### src/drop_bus_aligner_pkg.sv
// Constants, types and register layout of the drop bus aligner control.
package drop_bus_aligner_pkg;

    // Register indices; the byte address is four times the index.
    localparam logic [7:0] IDX_CONTROL = 8'h28;
    localparam logic [7:0] IDX_STATUS_DIAG = 8'h29;
    localparam logic [7:0] IDX_ISF = 8'h2A;
    localparam int ADDR_W = 12;

    // Field positions of the aligner control register.
    localparam int CTL_FORCE_AIS = 0;
    localparam int CTL_JUSTIFY_IE = 1;
    localparam int CTL_STORE_IE = 2;
    localparam int CTL_SIGNAL_FAIL_IE = 3;
    localparam int CTL_SIZE_SEL = 4;
    localparam int CTL_CLEAR_STUFF = 5;
    localparam int CTL_H4_BYPASS = 6;
    localparam logic [7:0] CONTROL_RESET = 8'h10;

    // Field positions of the interrupt status and diagnostic register.
    localparam int ST_POINTER_LOSS = 0;
    localparam int ST_NEG_JUSTIFY = 1;
    localparam int ST_POS_JUSTIFY = 2;
    localparam int ST_STORE_ERROR = 3;
    localparam int ST_DEPTH_LO = 4;
    localparam int ST_DIAG_LO = 6;
    localparam logic [7:0] STATUS_DIAG_RESET = 8'h20;

    // Field positions of the signal failure register.
    localparam int ISF_STATE_BIT = 7;
    localparam int ISF_CHANGE_BIT = 6;

    // Byte values placed on the drop bus.
    localparam logic [7:0] ALL_ONES = 8'hFF;
    localparam logic [7:0] ALL_ZEROS = 8'h00;
    localparam logic [7:0] H4_SEQ_BASE = 8'hFC;
    localparam logic [1:0] SIZE_BITS_SET = 2'h2;
    localparam logic [1:0] SIZE_BITS_CLEAR = 2'h0;
    localparam int NDF_HI = 7;
    localparam int NDF_LO = 4;
    localparam int SIZE_HI = 3;
    localparam int SIZE_LO = 2;

    // Justification diagnostic codes.
    localparam logic [1:0] DIAG_NORMAL = 2'h0;
    localparam logic [1:0] DIAG_FORCE_NEG = 2'h1;
    localparam logic [1:0] DIAG_FORCE_POS = 2'h2;
    localparam logic [1:0] DIAG_DISABLE = 2'h3;

    // Frame spacing of justifications, stored as period minus one.
    localparam logic [3:0] SOFT_PERIOD_M1 = 4'hF;
    localparam logic [3:0] HARD_PERIOD_M1 = 4'h3;
    localparam logic [3:0] DIAG_PERIOD_M1 = 4'h3;

    // Fill limits indexed by the depth select code.
    localparam logic [3:0][3:0] HARD_NEG_LIMIT = {4'h7, 4'h6, 4'h5, 4'h4};
    localparam logic [3:0][3:0] SOFT_NEG_LIMIT = {4'h6, 4'h4, 4'h1, 4'h0};
    localparam logic [3:0][3:0] SOFT_POS_LIMIT = {4'h6, 4'h4, 4'h1, 4'h0};
    localparam logic [3:0][3:0] HARD_POS_LIMIT = {4'h7, 4'h6, 4'h4, 4'h4};

    // Fill region of the elastic store.
    typedef enum logic [4:0] {
        REGION_CENTRE = 5'b00001,
        REGION_SOFT_POS = 5'b00010,
        REGION_HARD_POS = 5'b00100,
        REGION_SOFT_NEG = 5'b01000,
        REGION_HARD_NEG = 5'b10000
    } fill_region_t;

    // One byte of the stream together with its position markers.
    typedef struct packed {
        logic [7:0] data;
        logic frame_start;
        logic is_h1;
        logic is_h2;
        logic is_h3;
        logic is_h4;
        logic is_spe;
        logic is_fixed_stuff;
        logic [1:0] mf_phase;
    } stream_beat_t;

endpackage

### src/justify_pacer.sv
// Frame pacer that spaces outgoing pointer justifications.
module justify_pacer (
    input wire logic pclk,
    input wire logic presetn,
    input wire logic frame_tick,
    input wire drop_bus_aligner_pkg::fill_region_t region,
    input wire logic [1:0] diag_code,
    output logic pos_pulse,
    output logic neg_pulse
);

    logic [3:0] frames_q;
    logic [3:0] frames_d;
    logic pos_q;
    logic pos_d;
    logic neg_q;
    logic neg_d;
    logic want_pos;
    logic want_neg;
    logic [3:0] period_m1;

    // Pick direction and spacing; diagnostic codes override the fill level.
    always_comb begin
        want_pos = 1'b0;
        want_neg = 1'b0;
        period_m1 = drop_bus_aligner_pkg::SOFT_PERIOD_M1;
        case (diag_code)
            drop_bus_aligner_pkg::DIAG_FORCE_POS: begin
                want_pos = 1'b1;
                period_m1 = drop_bus_aligner_pkg::DIAG_PERIOD_M1;
            end
            drop_bus_aligner_pkg::DIAG_FORCE_NEG: begin
                want_neg = 1'b1;
                period_m1 = drop_bus_aligner_pkg::DIAG_PERIOD_M1;
            end
            drop_bus_aligner_pkg::DIAG_DISABLE: begin
                want_pos = 1'b0;
            end
            default: begin
                case (region)
                    drop_bus_aligner_pkg::REGION_SOFT_POS: want_pos = 1'b1;
                    drop_bus_aligner_pkg::REGION_SOFT_NEG: want_neg = 1'b1;
                    drop_bus_aligner_pkg::REGION_HARD_POS: begin
                        want_pos = 1'b1;
                        period_m1 = drop_bus_aligner_pkg::HARD_PERIOD_M1;
                    end
                    drop_bus_aligner_pkg::REGION_HARD_NEG: begin
                        want_neg = 1'b1;
                        period_m1 = drop_bus_aligner_pkg::HARD_PERIOD_M1;
                    end
                    default: want_pos = 1'b0;
                endcase
            end
        endcase
    end

    // Count frames since the last justification and fire once per period.
    always_comb begin
        frames_d = frames_q;
        pos_d = 1'b0;
        neg_d = 1'b0;
        if (frame_tick) begin
            if (!(want_pos || want_neg)) begin
                frames_d = 4'h0;
            end else if (frames_q >= period_m1) begin
                frames_d = 4'h0;
                pos_d = want_pos;
                neg_d = want_neg;
            end else begin
                frames_d = frames_q + 4'h1;
            end
        end
    end

    always_ff @(posedge pclk or negedge presetn) begin
        if (!presetn) begin
            frames_q <= 4'h0;
            pos_q <= 1'b0;
            neg_q <= 1'b0;
        end else begin
            frames_q <= frames_d;
            pos_q <= pos_d;
            neg_q <= neg_d;
        end
    end

    assign pos_pulse = pos_q;
    assign neg_pulse = neg_q;

endmodule // justify_pacer

### src/drop_bus_aligner_control.sv
// Drop bus aligner control, interrupt status and byte rewriting.
// How it works
// - Force path AIS makes pointer bytes and whole payload all ones.
// - Forced path AIS raises far-end failure to alarm port and transmitter.
// - Justification events raise the interrupt only when enabled.
// - Store overflow or underflow raises the interrupt only when enabled.
// - Any change of incoming signal failure raises interrupt when enabled.
// - Size bits in H1 are 10 when selected, else 00.
// - Clear stuff bit zeroes fixed stuff columns, else passes them.
// - Without bypass, H4 becomes FC to FF following multiframe phase.
// - Pointer loss diagnostic inverts new data flag of inserted pointers.
// - Negative justify status bit sets on each inserted negative event.
// - Positive justify status bit sets on each inserted positive event.
// - Store error status bit sets on FIFO overflow or underflow.
// - Reading status register clears its interrupt bits and interrupt.
// - Depth field picks limits; soft justifies per 16, hard per 4 frames.
// - Diagnostic code forces or stops justification; nonzero hides errors.
//
// Added by the designer: register access over APB.
module drop_bus_aligner_control (
    input wire logic pclk,
    input wire logic presetn,
    input wire logic psel,
    input wire logic penable,
    input wire logic pwrite,
    input wire logic [11:0] paddr,
    input wire logic [31:0] pwdata,
    output logic [31:0] prdata,
    output logic pready,
    output logic pslverr,
    input wire drop_bus_aligner_pkg::stream_beat_t rx_beat,
    input wire logic signed [3:0] fifo_fill_offset,
    input wire logic fifo_flow_error,
    input wire logic isf_state,
    output drop_bus_aligner_pkg::stream_beat_t drop_beat,
    output logic justify_pos,
    output logic justify_neg,
    output logic path_ferf_alarm,
    output logic path_ferf_to_transmit,
    output logic irq_out_n
);

    // Byte address of a register from its index.
    function automatic logic [11:0] reg_addr(input logic [7:0] idx);
        return {2'b00, idx, 2'b00};
    endfunction

    // Magnitude of the signed fill offset.
    function automatic logic [3:0] magnitude(input logic signed [3:0] v);
        return v[3] ? 4'(-v) : 4'(v);
    endfunction

    logic [7:0] control_q;
    logic [7:0] control_d;
    logic [7:0] status_q;
    logic [7:0] status_d;
    logic [7:6] isf_reg_q;
    logic [7:6] isf_reg_d;
    logic isf_prev_q;
    logic [31:0] prdata_q;
    logic [31:0] prdata_d;
    drop_bus_aligner_pkg::stream_beat_t drop_q;
    drop_bus_aligner_pkg::stream_beat_t drop_d;
    drop_bus_aligner_pkg::fill_region_t region;

    logic setup_phase;
    logic access_phase;
    logic hit_control;
    logic hit_status;
    logic hit_isf;
    logic mapped;
    logic wr_control;
    logic wr_status;
    logic wr_isf;
    logic rd_status;
    logic rd_isf;
    logic pos_evt;
    logic neg_evt;
    logic flow_evt;
    logic isf_evt;
    logic [1:0] depth_sel;
    logic [1:0] diag_code;
    logic [3:0] fill_mag;
    logic irq_any;

    // Address decode; only aligned word addresses are mapped.
    always_comb begin
        setup_phase = psel && !penable;
        access_phase = psel && penable;
        hit_control = paddr == reg_addr(drop_bus_aligner_pkg::IDX_CONTROL);
        hit_status = paddr == reg_addr(drop_bus_aligner_pkg::IDX_STATUS_DIAG);
        hit_isf = paddr == reg_addr(drop_bus_aligner_pkg::IDX_ISF);
        mapped = hit_control || hit_status || hit_isf;
        wr_control = access_phase && pwrite && hit_control;
        wr_status = access_phase && pwrite && hit_status;
        wr_isf = access_phase && pwrite && hit_isf;
        rd_status = access_phase && !pwrite && hit_status;
        rd_isf = access_phase && !pwrite && hit_isf;
    end

    // Zero wait states; unmapped addresses answer with an error.
    assign pready = 1'b1;
    assign pslverr = access_phase && !mapped;

    assign depth_sel = status_q[drop_bus_aligner_pkg::ST_DEPTH_LO +: 2];
    assign diag_code = status_q[drop_bus_aligner_pkg::ST_DIAG_LO +: 2];
    assign fill_mag = magnitude(fifo_fill_offset);

    // Classify the store fill against the limits of the depth code.
    always_comb begin
        region = drop_bus_aligner_pkg::REGION_CENTRE;
        if (!fifo_fill_offset[3]) begin
            if (fill_mag >
                drop_bus_aligner_pkg::HARD_POS_LIMIT[depth_sel]) begin
                region = drop_bus_aligner_pkg::REGION_HARD_POS;
            end else if (fill_mag >
                         drop_bus_aligner_pkg::SOFT_POS_LIMIT[depth_sel]) begin
                region = drop_bus_aligner_pkg::REGION_SOFT_POS;
            end
        end else begin
            if (fill_mag >
                drop_bus_aligner_pkg::HARD_NEG_LIMIT[depth_sel]) begin
                region = drop_bus_aligner_pkg::REGION_HARD_NEG;
            end else if (fill_mag >
                         drop_bus_aligner_pkg::SOFT_NEG_LIMIT[depth_sel]) begin
                region = drop_bus_aligner_pkg::REGION_SOFT_NEG;
            end
        end
    end

    // Justifications are paced per frame by the pacer.
    justify_pacer justify_pacer_inst (
        .pclk(pclk),
        .presetn(presetn),
        .frame_tick(rx_beat.frame_start),
        .region(region),
        .diag_code(diag_code),
        .pos_pulse(pos_evt),
        .neg_pulse(neg_evt)
    );

    assign justify_pos = pos_evt;
    assign justify_neg = neg_evt;

    // A diagnostic code other than normal hides flow errors on purpose,
    // since forced justification is expected to spill the store.
    assign flow_evt = fifo_flow_error &&
                      (diag_code == drop_bus_aligner_pkg::DIAG_NORMAL);
    assign isf_evt = isf_state != isf_prev_q;

    // Control register; the reserved bit is stored as written.
    always_comb begin
        control_d = control_q;
        if (wr_control) begin
            control_d = pwdata[7:0];
        end
    end

    // Status and diagnostic register. A read clears only the bits that
    // the read returned, so an event landing between setup and access
    // is kept for the next read. Any new event wins over a clear.
    always_comb begin
        status_d = status_q;
        if (wr_status) begin
            status_d[7:4] = pwdata[7:4];
            status_d[0] = pwdata[0];
            status_d[3:1] = status_q[3:1] & ~pwdata[3:1];
        end
        if (rd_status) begin
            status_d[3:1] = status_d[3:1] & ~prdata_q[3:1];
        end
        if (neg_evt) begin
            status_d[drop_bus_aligner_pkg::ST_NEG_JUSTIFY] = 1'b1;
        end
        if (pos_evt) begin
            status_d[drop_bus_aligner_pkg::ST_POS_JUSTIFY] = 1'b1;
        end
        if (flow_evt) begin
            status_d[drop_bus_aligner_pkg::ST_STORE_ERROR] = 1'b1;
        end
    end

    // Signal failure register: live state plus sticky change flag.
    always_comb begin
        isf_reg_d = isf_reg_q;
        isf_reg_d[drop_bus_aligner_pkg::ISF_STATE_BIT] = isf_state;
        if (wr_isf && pwdata[drop_bus_aligner_pkg::ISF_CHANGE_BIT]) begin
            isf_reg_d[drop_bus_aligner_pkg::ISF_CHANGE_BIT] = 1'b0;
        end
        if (rd_isf && prdata_q[drop_bus_aligner_pkg::ISF_CHANGE_BIT]) begin
            isf_reg_d[drop_bus_aligner_pkg::ISF_CHANGE_BIT] = 1'b0;
        end
        if (isf_evt) begin
            isf_reg_d[drop_bus_aligner_pkg::ISF_CHANGE_BIT] = 1'b1;
        end
    end

    // Read data is captured in the setup phase and held for the access.
    always_comb begin
        prdata_d = prdata_q;
        if (setup_phase) begin
            prdata_d = 32'h0000_0000;
            if (hit_control) begin
                prdata_d[7:0] = control_q;
            end else if (hit_status) begin
                prdata_d[7:0] = status_q;
            end else if (hit_isf) begin
                prdata_d[7:6] = isf_reg_q;
            end
        end
    end

    // Rewrite the stream byte; path AIS is applied last so it wins.
    always_comb begin
        drop_d = rx_beat;
        if (rx_beat.is_h1) begin
            if (status_q[drop_bus_aligner_pkg::ST_POINTER_LOSS]) begin
                drop_d.data[drop_bus_aligner_pkg::NDF_HI:
                            drop_bus_aligner_pkg::NDF_LO] =
                    ~rx_beat.data[drop_bus_aligner_pkg::NDF_HI:
                                  drop_bus_aligner_pkg::NDF_LO];
            end
            drop_d.data[drop_bus_aligner_pkg::SIZE_HI:
                        drop_bus_aligner_pkg::SIZE_LO] =
                control_q[drop_bus_aligner_pkg::CTL_SIZE_SEL] ?
                drop_bus_aligner_pkg::SIZE_BITS_SET :
                drop_bus_aligner_pkg::SIZE_BITS_CLEAR;
        end
        if (rx_beat.is_h4 &&
            !control_q[drop_bus_aligner_pkg::CTL_H4_BYPASS]) begin
            drop_d.data = drop_bus_aligner_pkg::H4_SEQ_BASE |
                          {6'h00, rx_beat.mf_phase};
        end
        if (rx_beat.is_fixed_stuff &&
            control_q[drop_bus_aligner_pkg::CTL_CLEAR_STUFF]) begin
            drop_d.data = drop_bus_aligner_pkg::ALL_ZEROS;
        end
        if (control_q[drop_bus_aligner_pkg::CTL_FORCE_AIS] &&
            (rx_beat.is_h1 || rx_beat.is_h2 || rx_beat.is_h3 ||
             rx_beat.is_h4 || rx_beat.is_spe || rx_beat.is_fixed_stuff)) begin
            drop_d.data = drop_bus_aligner_pkg::ALL_ONES;
        end
    end

    // Enabled status bits gate onto the single interrupt line.
    always_comb begin
        irq_any = (status_q[drop_bus_aligner_pkg::ST_NEG_JUSTIFY] ||
                   status_q[drop_bus_aligner_pkg::ST_POS_JUSTIFY]) &&
                  control_q[drop_bus_aligner_pkg::CTL_JUSTIFY_IE];
        irq_any = irq_any ||
                  (status_q[drop_bus_aligner_pkg::ST_STORE_ERROR] &&
                   control_q[drop_bus_aligner_pkg::CTL_STORE_IE]);
        irq_any = irq_any ||
                  (isf_reg_q[drop_bus_aligner_pkg::ISF_CHANGE_BIT] &&
                   control_q[drop_bus_aligner_pkg::CTL_SIGNAL_FAIL_IE]);
    end

    assign irq_out_n = !irq_any;

    // Register every group of state.
    always_ff @(posedge pclk or negedge presetn) begin
        if (!presetn) begin
            control_q <= drop_bus_aligner_pkg::CONTROL_RESET;
            status_q <= drop_bus_aligner_pkg::STATUS_DIAG_RESET;
            isf_reg_q <= 2'h0;
            isf_prev_q <= 1'b0;
            prdata_q <= 32'h0000_0000;
            drop_q <= '0;
        end else begin
            control_q <= control_d;
            status_q <= status_d;
            isf_reg_q <= isf_reg_d;
            isf_prev_q <= isf_state;
            prdata_q <= prdata_d;
            drop_q <= drop_d;
        end
    end

    assign prdata = prdata_q;
    assign drop_beat = drop_q;
    // Far-end failure follows the registered force bit directly.
    assign path_ferf_alarm =
        control_q[drop_bus_aligner_pkg::CTL_FORCE_AIS];
    assign path_ferf_to_transmit =
        control_q[drop_bus_aligner_pkg::CTL_FORCE_AIS];

endmodule // drop_bus_aligner_control

### config.mk
export PLATFORM = sky130hd
export DESIGN_NAME = drop_bus_aligner_control
export DESIGN_NICKNAME = d
export VERILOG_FILES = /design/src/drop_bus_aligner_pkg.sv /design/src/justify_pacer.sv /design/src/drop_bus_aligner_control.sv
export SDC_FILE = /design/constraint.sdc
export NUM_CORES = 1
export LEC_CHECK = 0
export BUFFER_PORTS_ARGS = -buffer_cell sky130_fd_sc_hd__buf_2
export CAP_MARGIN = 20
export CORE_MARGIN = 2
export CORE_UTILIZATION = 42
export DETAILED_ROUTE_END_ITERATION = 7
export PLACE_DENSITY = 0.77
export SKIP_CTS_REPAIR_TIMING = 1
export SLEW_MARGIN = 5
export SYNTH_ARGS = -nofsm -noshare
export SYNTH_HDL_FRONTEND = slang
export SYNTH_SLANG_ARGS = --single-unit
### constraint.sdc
create_clock -name pclk -period 2.49 [get_ports pclk]
set_input_delay 0.249 -clock pclk [delete_from_list [all_inputs] [get_ports pclk]]
set_output_delay 0.249 -clock pclk [all_outputs]
set_load 0.02 [all_outputs]
-- Word level (Yosys, flattened, before mapping)
Cells that the tools add are included.
- $add $sub $neg: 2
- $lt $le $gt $ge: 5
- eq/ne operators: 11
- multiplexer cells: 44
- bitwise logic cells: 5
- reductions and logical operators: 43
- operators by type and width (operator ; count):
    4-bit 2-to-1 mux ; 10
    12-bit by 8-bit equality test with 1-bit output, second input constant ; 3
    8-bit 2-to-1 mux ; 4
    4-bit binary-select mux with 2-bit select ; 3
    1-bit logical AND ; 19
    1-bit 2-to-1 mux ; 14
    4-bit greater-than comparator ; 3
    6-bit 2-to-1 mux ; 2
    2-bit OR reduction ; 6
    1-bit logical OR ; 11
    5-bit 2-to-1 mux ; 2
    2-bit 2-to-1 mux ; 4
    4-bit one-hot mux with 2 select lines ; 1
    3-bit AND ; 2
    3-bit 2-to-1 mux ; 2
    3-bit inverter ; 2
    5-bit by 2-bit equality test with 1-bit output, second input constant ; 1
    5-bit by 3-bit equality test with 1-bit output, second input constant ; 1
    5-bit by 4-bit equality test with 1-bit output, second input constant ; 1
    5-bit equality test, second input constant ; 1
    1-bit logical NOT ; 5
    4-bit by 1-bit adder with 4-bit output, second input constant ; 1
    2-bit equality test, second input constant ; 2
    4-bit >= comparator ; 1
    8 further kinds ; 9
- bits in registers: 49
- output and inout port bits: 56

-- Logic depth before layout (Yosys ltp)
Gate-level depths: netlist (run 1).
- depth in word-level cells: 14
- depth in mapped cells: 15
- mapped depth without buffers: 15

-- Modules after synthesis
Synthesis (run 1) repeated with hierarchy kept, for this count alone.
- cells, all modules: 258
- area, all modules: 2707.6 sq um
- modules (own cells, without submodules) (module ; times used ; cells an instance ; area an instance (sq um) ; seq. area each (sq um)):
    drop_bus_aligner_control ; 1 ; 215 ; 2299.7 ; 1078.5
    justify_pacer ; 1 ; 43 ; 407.9 ; 150.1

-- Worst setup path after synthesis (run 1)
OpenSTA, ideal clock, no wires.
- kind: in2reg
- start: input fifo_fill_offset[0]
- end: register justify_pacer_inst.frames_q[1]
- arrival time: 2.864 ns
- data required time: 2.412 ns
- path slack: -0.452 ns
- stages: 15
- buffers on the path: 0
- cells stage by stage: inv_1 ha_1 nand2_1 o21ai_0 ha_1 nor2b_1 o211ai_1 o211ai_1 a21boi_0 ha_1 a21o_1 a21o_1 a211oi_1 o21ai_0 o2bb2ai_1
- longest elaborated chain between the ends: 13
- elaborated cells on any way between the ends: 27
- those cells by class: 1 x add/sub; 4 x order compare; 4 x eq/ne; 14 x mux; 4 x reduce/logical
- RTL lines (element ; line ; text):
    from (decl) ; drop_bus_aligner_control.sv:32 ; input wire logic signed [3:0] fifo_fill_offset,
    4-bit negator ; drop_bus_aligner_control.sv:50 ; return v[3] ? 4'(-v) : 4'(v);
    4-bit 2-to-1 mux (*) ; drop_bus_aligner_control.sv:50 ;
    4-bit greater-than comparator ; drop_bus_aligner_control.sv:116, drop_bus_aligner_control.sv:124 ;
    2-bit 2-to-1 mux / 4-bit 2-to-1 mux (equally long branches) ; drop_bus_aligner_control.sv:116, drop_bus_aligner_control.sv:124 ;
    3-bit 2-to-1 mux / 5-bit 2-to-1 mux (equally long branches) ; drop_bus_aligner_control.sv:113, drop_bus_aligner_control.sv:121 ;
    5-bit 2-to-1 mux (*) ; drop_bus_aligner_control.sv:112 ; if (!fifo_fill_offset[3]) begin
    5-bit by 3-bit equality test with 1-bit output / 5-bit equality test (equally long branches) ; justify_pacer.sv:40 ; case (region)
    2-bit OR reduction (no line) ; n/a ;
    4-bit 2-to-1 mux ; justify_pacer.sv:40 ;
    4-bit one-hot mux with 2 select lines ; justify_pacer.sv:27 ; case (diag_code)
    4-bit >= comparator ; justify_pacer.sv:65 ; end else if (frames_q >= period_m1) begin
    4-bit 2-to-1 mux ; justify_pacer.sv:65 ;
    4-bit 2-to-1 mux (*) ; justify_pacer.sv:63 ; if (!(want_pos || want_neg)) begin
    to (signal assigned) ; justify_pacer.sv:81 ; frames_q <= frames_d;
    to (decl) ; justify_pacer.sv:12 ; logic [3:0] frames_q;
Mark *: on every way between the ends. The rest lies on a longest branch, timed or not.
A chain may end at the register's enable or synchronous reset.

-- Final worst setup path (run 1)
- start: register status_q[5]
- end: register justify_pacer_inst.frames_q[0]
- longest elaborated chain between the ends: 13
- elaborated cells on any way between the ends: 31
- those cells by class: 4 x order compare; 4 x eq/ne; 19 x mux; 4 x reduce/logical
- RTL lines (element ; line ; text):
    from (decl) ; drop_bus_aligner_control.sv:55 ; logic [7:0] status_q;
    from (signal assigned) ; drop_bus_aligner_control.sv:264 ; status_q <= drop_bus_aligner_pkg::STATUS_DIAG_RESET;
    from (signal assigned) ; drop_bus_aligner_control.sv:271 ; status_q <= status_d;
    4-bit binary-select mux with 2-bit select ; drop_bus_aligner_control.sv:117, drop_bus_aligner_control.sv:125 ;
    4-bit 2-to-1 mux (not written as such) ; drop_bus_aligner_control.sv:117, drop_bus_aligner_control.sv:125 ;
    4-bit greater-than comparator ; drop_bus_aligner_control.sv:116, drop_bus_aligner_control.sv:124 ;
    2-bit 2-to-1 mux / 4-bit 2-to-1 mux (equally long branches) ; drop_bus_aligner_control.sv:116, drop_bus_aligner_control.sv:124 ;
    3-bit 2-to-1 mux / 5-bit 2-to-1 mux (equally long branches) ; drop_bus_aligner_control.sv:113, drop_bus_aligner_control.sv:121 ;
    5-bit 2-to-1 mux (*) ; drop_bus_aligner_control.sv:112 ;
    5-bit by 3-bit equality test with 1-bit output / 5-bit equality test (equally long branches) ; justify_pacer.sv:40 ;
    2-bit OR reduction (no line) ; n/a ;
    4-bit 2-to-1 mux ; justify_pacer.sv:40 ;
    4-bit one-hot mux with 2 select lines ; justify_pacer.sv:27 ;
    4-bit >= comparator ; justify_pacer.sv:65 ;
    4-bit 2-to-1 mux ; justify_pacer.sv:65 ;
    4-bit 2-to-1 mux (*) ; justify_pacer.sv:63 ;
Mark *: on every way between the ends. The rest lies on a longest branch, timed or not. The select of a mux whose other input is x is not followed.

==> summary.txt, run 1 <==
Detailed routing
  – Total wire length: 5649 um
  – Routed WL per cell: 13.48 um
  – Routed Antenna Nets: 0
  – Via-per-instance ratio: 4.866
  – DR vias: 2039
  – First-pass iteration count of the detailed router: 4
  – DRC: 0
  – Starting DRT DRC Count: 76

Synth
  – Top-count cell post-synth: dfrtp_1
  – Mapped Cells: 246
  – Post-synth EDFFs: 0
  – Post-synthesis cell type count: 45
  – Synth area leaders: dfrtp_1 (45%), buf_4 (7.4%), mux2_2 (6.4%)
  – #FFs+latches synth: 49
  – Async set-reset flop share out of synthesis: 100.0%
  – Mapped Avg Cell Area: 10.74 um2
  – Area leader, netlist: dfrtp_1
  – Top cells by count, synth: dfrtp_1 (47), nand2_1 (27), buf_4 (26), o21ai_0 (22), mux2_2 (15)
  – Prevailing post-synth register cell: dfrtp_1
  – Post-synth design cell area: 2643 um2
  – Area share of the largest cell type after synthesis: 44.51%
  – Register area share after synthesis: 46.50%
  – Yosys warnings: 0

Floorplanning
  – CORE AREA: 5991 um2
  – I/O pins: 128
  – Row cnt: 28
  – Die Area: 6942 um2
  – Die Y-Extent: 83.32 um
  – Starting Density: 44.11%
  – Die W: 83.32 um

Pwr
  – Combinational share of power: 24.0%
  – Cell Pwr Density: 532.9 nW/um2
  – Switching portion of total power: 31.03%
  – Clock share of power: 26.8%
  – Reg power frac: 49.2%
  – Leak Pwr: 1.709 nW
  – P_sw: 552.3 uW
  – VDD IR max: 0.0002670 V
  – Internal power: 1.227 mW

STA
  – Fmax: 371.4 MHz
  – Final Hold Violating Endpoints: 0
  – Period minus WS final: 2692 ps
  – Worst Clk Skew: 6.820 ps
  – Final WS setup: -202.2 ps
  – RSZ-0062 raised after global routing: yes
  – Worst-Margin Slew: 590.9 ps
  – Max Slew Vio Count: 0
  – Final period util: 108.1%
  – Final Setup Violations: 6
  – Rel. slew slack: 60.53%

Clocking
  – TritonCTS buffer count: 5
  – CTS root buf: clkbuf_8
  – Sink Count: 49
  – Clk slew on worst S/H paths: 90 ps
  – H-tree levels: 2
  – Worst skew pair latency: 310 ps
  – CTS max path bufs: 2
  – TritonCTS clock tree: built

Setup path
  – Worst Setup Start Kind: flip-flop
  – Crit. End Element: flip-flop
  – Crit path DAT: 2920 ps
  – WS Path Type: reg2reg
  – Req. time, crit path: 2720 ps
  – Crit Path Max Fanout: 4

Final layout
  – Area grow syn2layout: 26.37%
  – Fin nets: 425
  – # diodes: 0
  – Fillers: 512
  – Layout cells sized above 1: 42.44%
  – Fin util: 55.74%
  – Finished Cell Area: 3339 um2

Global routing
  – Vias in the first global route: 1927
  – Initial antenna violation count: 0
  – Largest net degree at the start of global routing: 36
  – Gr usage total: 16.20%
  – First-pass GRT wire length: 9163 um
  – Total grt overflow: 0

Placement
  – Placer Congestion: 0.7583
  – Placed inst area: 3153 um2
  – PortBufs: 78
  – HPWL after detailed placement: 4415 um

Run status
  – Outcome: finished with violations
  – Failing checks: setup timing

Min path
  – Type of the tightest min-delay check: in2reg

Job
  – Max Cap Viol: 0
-- registers in the layout, indices dropped and copies added, names as in the netlist --
| register | count |
|---|---|
| control_q | 8 |
| drop_beat | 17 |
| isf_reg_q | 2 |
| justify_pacer_inst.frames_q | 4 |
| justify_pacer_inst.neg_pulse | 1 |
| justify_pacer_inst.pos_pulse | 1 |
| prdata | 8 |
| status_q | 8 |
-- worst max-delay path, stage by stage (launching register included) --
cell      delay (ps)
dfstp_2          550
inv_2             60
ha_4             270
nor2b_2          130
o211ai_1         100
o211ai_1         210
a21boi_2         230
ha_1             250
a21o_1           160
a21o_1           190
a211oi_2         210
o21ai_2          110
mux2i_1          150
-- path summary, 6_finish.rpt --
check                                        startpoint                              to  slack, ps  cells past startpoint
max                                         status_q[5]  justify_pacer_inst.frames_q[0]       -200                     12
min                                          rx_beat[6]                    drop_beat[6]         50                      1
max reg2reg                                 status_q[5]  justify_pacer_inst.frames_q[0]       -200                     12
min reg2reg                justify_pacer_inst.pos_pulse                     status_q[2]        470                      1
max in group asynchronous                       presetn                    control_q[4]       1330                      3
min in group asynchronous                       presetn                   drop_beat[14]        370                      2
-- power groups by stage --
stage	combinational (mW)	sequential, mW	clock (mW)
5_1_grt	0.481	0.882	0.513
6_report	0.427	0.876	0.476
3_5_place_dp	0.388	0.893	0
3_3_place_gp	0.370	0.890	0
4_1_cts	0.388	0.877	0.484
2_1_floorplan	0.254	0.909	0
-- routing by layer --
layer  global-route usage (%)  part of all wire (%)  vias to the layer above
li1                         -                     -                      999
met1                    20.33                    41                      984
met2                    28.08                    54                       49
met3                    2.684                   3.9                        7
met4                    5.812                   1.4                        0
met5                        0                     0                        -
-- layout make-up --
type	count	area [um2]	area share, %
tap	75	93.84	2.810
multi-input combinational	176	1318	39.45
timing repair buffer	97	539.3	16.15
clock buffer	5	68.82	2.061
inverter	14	70.07	2.098
clock inverter	3	21.27	0.6369
sequential	49	1229	36.79
-- cells by family after synthesis --
family / Yosys count / synth area share [%]
AOI/OAI and AO/OA: 52 / 12.83
other: 2 / 0.2842
xor gates and xnor gates: 7 / 2.320
and+or+nand+nor: 56 / 12.83
adders and majority gates: 10 / 4.735
buffers and inverters: 44 / 9.943
DFF: 49 / 46.50
muxes: 26 / 10.56
-- metrics by stage --
stage	power [mW]	instances	TNS [ps]	setup slack [ps]	hold slack [ps]
finish	1.780	419	-855.3	-202.2	53.07
global route	1.877	419	-1901	-408.7	41.76
CTS	1.749	414	-1395	-353.0	-181.2
detailed placement	1.280	406	-2654	-566.4	163.4
global placement	1.260	406	-2085	-422.8	158.8
floorplan	1.163	269	-616.1	-166.6	-46.59
-- placed cells by master, fill, tap and decap left out, drive strengths merged, types with 3 or more instances in the layout --
master  synthesis  layout
a211oi          3       3
inv            14      15
o21ai          22      22
nand2          27      27
clkbuf          3       5
nor4            4       4
buf            27      96
nor2b           8       8
conb            2      25
o21a            3       3
dfrtp          47      47
a21o            4       4
o31ai           3       3
mux2i          11      11
xnor2           6       6
nor2            6       6
ha             10      10
a21oi           4       4
mux2           15      15
Power figures use the tool's default switching activity.
==> inputs of run 2 (changes only) <==
--- a/config.mk
+++ b/config.mk
@@ -8,9 +8,9 @@
 export BUFFER_PORTS_ARGS = -buffer_cell sky130_fd_sc_hd__buf_2
 export CAP_MARGIN = 20
 export CORE_MARGIN = 2
-export CORE_UTILIZATION = 42
+export CORE_UTILIZATION = 49
 export DETAILED_ROUTE_END_ITERATION = 7
-export PLACE_DENSITY = 0.77
+export PLACE_DENSITY = 0.84
 export SKIP_CTS_REPAIR_TIMING = 1
 export SLEW_MARGIN = 5
 export SYNTH_ARGS = -nofsm -noshare
==> constraint.sdc (replaced) <==
create_clock -name pclk -period 3.45 [get_ports pclk]
set_input_delay 0.345 -clock pclk [delete_from_list [all_inputs] [get_ports pclk]]
set_output_delay 0.345 -clock pclk [all_outputs]
set_load 0.02 [all_outputs]
==> run 2 against run 1 <==
The flow now finishes without violations. Combinational power is 39% lower. Critical endpoint is now justify_pacer_inst.frames_q[1]. First-iteration DRC count is 51% higher. Worst setup slack better by 550 ps. Critical path type is now in2reg. Design area is 5.5% lower. Largest cell class unchanged. Global-route usage is 2.2 points higher.
==> summary.txt, run 2 (same netlist as run 1, synthesis figures left out) <==
Setup path
  – CP dominant cell by count: ha_1
  – CP cell instances: buf_2, inv_1, ha_1, nand2_1, o21ai_0, ha_1, nor2b_1, o211ai_1, o211ai_1, a21boi_2, ha_1, a21o_1, a21o_1, a211oi_1, o21ai_0, o2bb2ai_1
  – Crit path DAT: 3330 ps
  – Req. time, crit path: 3670 ps
  – Crit Path Max Fanout: 4
  – WS Path Type: in2reg
  – Crit. End Element: flip-flop
  – Critical Path Max Stage Delay: 360 ps
  – R2r setup slk: 350 ps
  – CP max-delay cell: ha_1
  – Worst Setup Start Kind: input port

Final layout
  – # diodes: 0
  – Max FFs per register: 17
  – Commonest non-fill, non-tap cell in the layout: buf_2
  – Area grow syn2layout: 19.37%
  – Layout cells sized above 1: 34.15%
  – Most frequent cells in the layout: buf_2 (78), dfrtp_1 (47), nand2_1 (27), conb_1 (25), o21ai_0 (22)
  – Fin nets: 409
  – Layout Cells excl Fill: 398

Detailed routing
  – Via-per-instance ratio: 5.030
  – Routed Antenna Nets: 0
  – First-pass iteration count of the detailed router: 4
  – Routed WL per cell: 13.59 um
  – Starting DRT DRC Count: 115
  – DRC: 0
  – DR vias: 2002
  – Total wire length: 5407 um

Placement
  – Placer Congestion: 0.8291
  – DP Cell Count: 388
  – PortBufs: 78
  – HPWL after detailed placement: 4232 um

Floorplanning
  – I/O pins: 128
  – Die Area: 5996 um2
  – Die Y-Extent: 77.44 um
  – Starting Density: 51.41%
  – Die W: 77.44 um
  – Row cnt: 26
  – CORE AREA: 5140 um2

Clocking
  – CTS max path bufs: 2
  – CTS root buf: clkbuf_8
  – Worst skew pair latency: 300 ps
  – Sink Count: 49
  – H-tree levels: 2
  – Clk slew on worst S/H paths: 80 ps
  – TritonCTS buffer count: 5
  – TritonCTS clock tree: built

Global routing
  – First-pass GRT wire length: 8700 um
  – Initial antenna violation count: 0
  – Total grt overflow: 0
  – Vias in the first global route: 1916
  – Largest net degree at the start of global routing: 50
  – Gr usage total: 18.37%

Pwr
  – Combinational share of power: 19.9%
  – Cell Pwr Density: 415.1 nW/um2
  – Internal power: 950.9 uW
  – Leak Pwr: 1.641 nW
  – P_sw: 358.4 uW
  – Switching portion of total power: 27.38%
  – Reg power frac: 48.1%
  – VDD IR max: 0.0001764 V
  – Clock share of power: 31.9%

STA
  – Worst hold slack: 162.1 ps
  – Final period util: 90.04%
  – Rel. slew slack: 58.75%
  – Period minus WS final: 3106 ps
  – Fmax: 321.9 MHz
  – Final Hold Violating Endpoints: 0
  – Final Setup Violations: 0
  – RSZ-0062 raised after global routing: no
  – Worst Clk Skew: 7.893 ps
  – Worst-Margin Slew: 614.1 ps
  – Fin Setup TNS: 0 ps
  – Max Slew Vio Count: 0

Min path
  – Type of the tightest min-delay check: in2reg

Run status
  – Outcome: finished, final reports clean

Job
  – Max Cap Viol: 0
## run 2: cell count changes in the layout (fill, tap and decap cells not counted), sizes merged
| cell | previous run | this run |
|---|---|---|
| clkbuf | 5 | 7 |
| bufinv | 0 | 1 |
| clkinv | 1 | 0 |
| clkinvlp | 1 | 0 |
| inv | 15 | 14 |
| buf | 96 | 80 |
## run 2: area by class of cell
type	instances	area (um2)
clock buffer	7	86.33
clock inverter	1	30.03
fill	444	1986
inverter	14	52.55
multi-input combinational	176	1241
sequential	49	1229
tap	70	87.58
timing repair buffer	81	427.9
## run 2: worst paths after layout
path                                         startpoint                              to  cells after the start
max                                 fifo_fill_offset[0]  justify_pacer_inst.frames_q[1]                     16
min                                          rx_beat[0]                    drop_beat[0]                      1
max in group asynchronous                       presetn                    control_q[4]                      3
min reg2reg                justify_pacer_inst.neg_pulse                     status_q[1]                      1
min in group asynchronous                       presetn                       prdata[3]                      2
max reg2reg                                 status_q[5]  justify_pacer_inst.frames_q[1]                     12
## run 2: critical path: cells and delay by family
family / cells / cell delay (ps)
AO/OA/AOI/OAI: 9 / 1730
AND/OR/NAND/NOR: 2 / 240
adder cells (fa/ha/maj): 3 / 900
buffers and inverters: 2 / 120
## run 2: metrics by stage
stage	worst slack, ps	area [um2]	power (mW)	util, %
floorplan	412.4	2729	0.8304	-
global placement	90.13	3004	0.8879	58.45
detailed placement	-120.0	3004	0.9041	58.45
CTS	154.9	3120	1.321	60.71
global route	59.32	3154	1.376	61.37
finish	343.5	3154	1.309	61.37
## run 2: metal layers
metal | global-route usage (%) | up-vias | part of all wire (%)
li1 | - | 964 | -
met5 | 0 | - | 0
met2 | 32.35 | 70 | 52
met4 | 7.143 | 0 | 1.3
met1 | 22.36 | 962 | 41
met3 | 3.256 | 6 | 5.7
## run 2: power groups by stage
stage / registers [mW] / logic, mW / clock network [mW]
floorplan: 0.656 / 0.174 / 0
global placement: 0.641 / 0.247 / 0
detailed placement: 0.643 / 0.262 / 0
CTS: 0.631 / 0.263 / 0.427
global route: 0.635 / 0.296 / 0.445
finish: 0.630 / 0.261 / 0.418
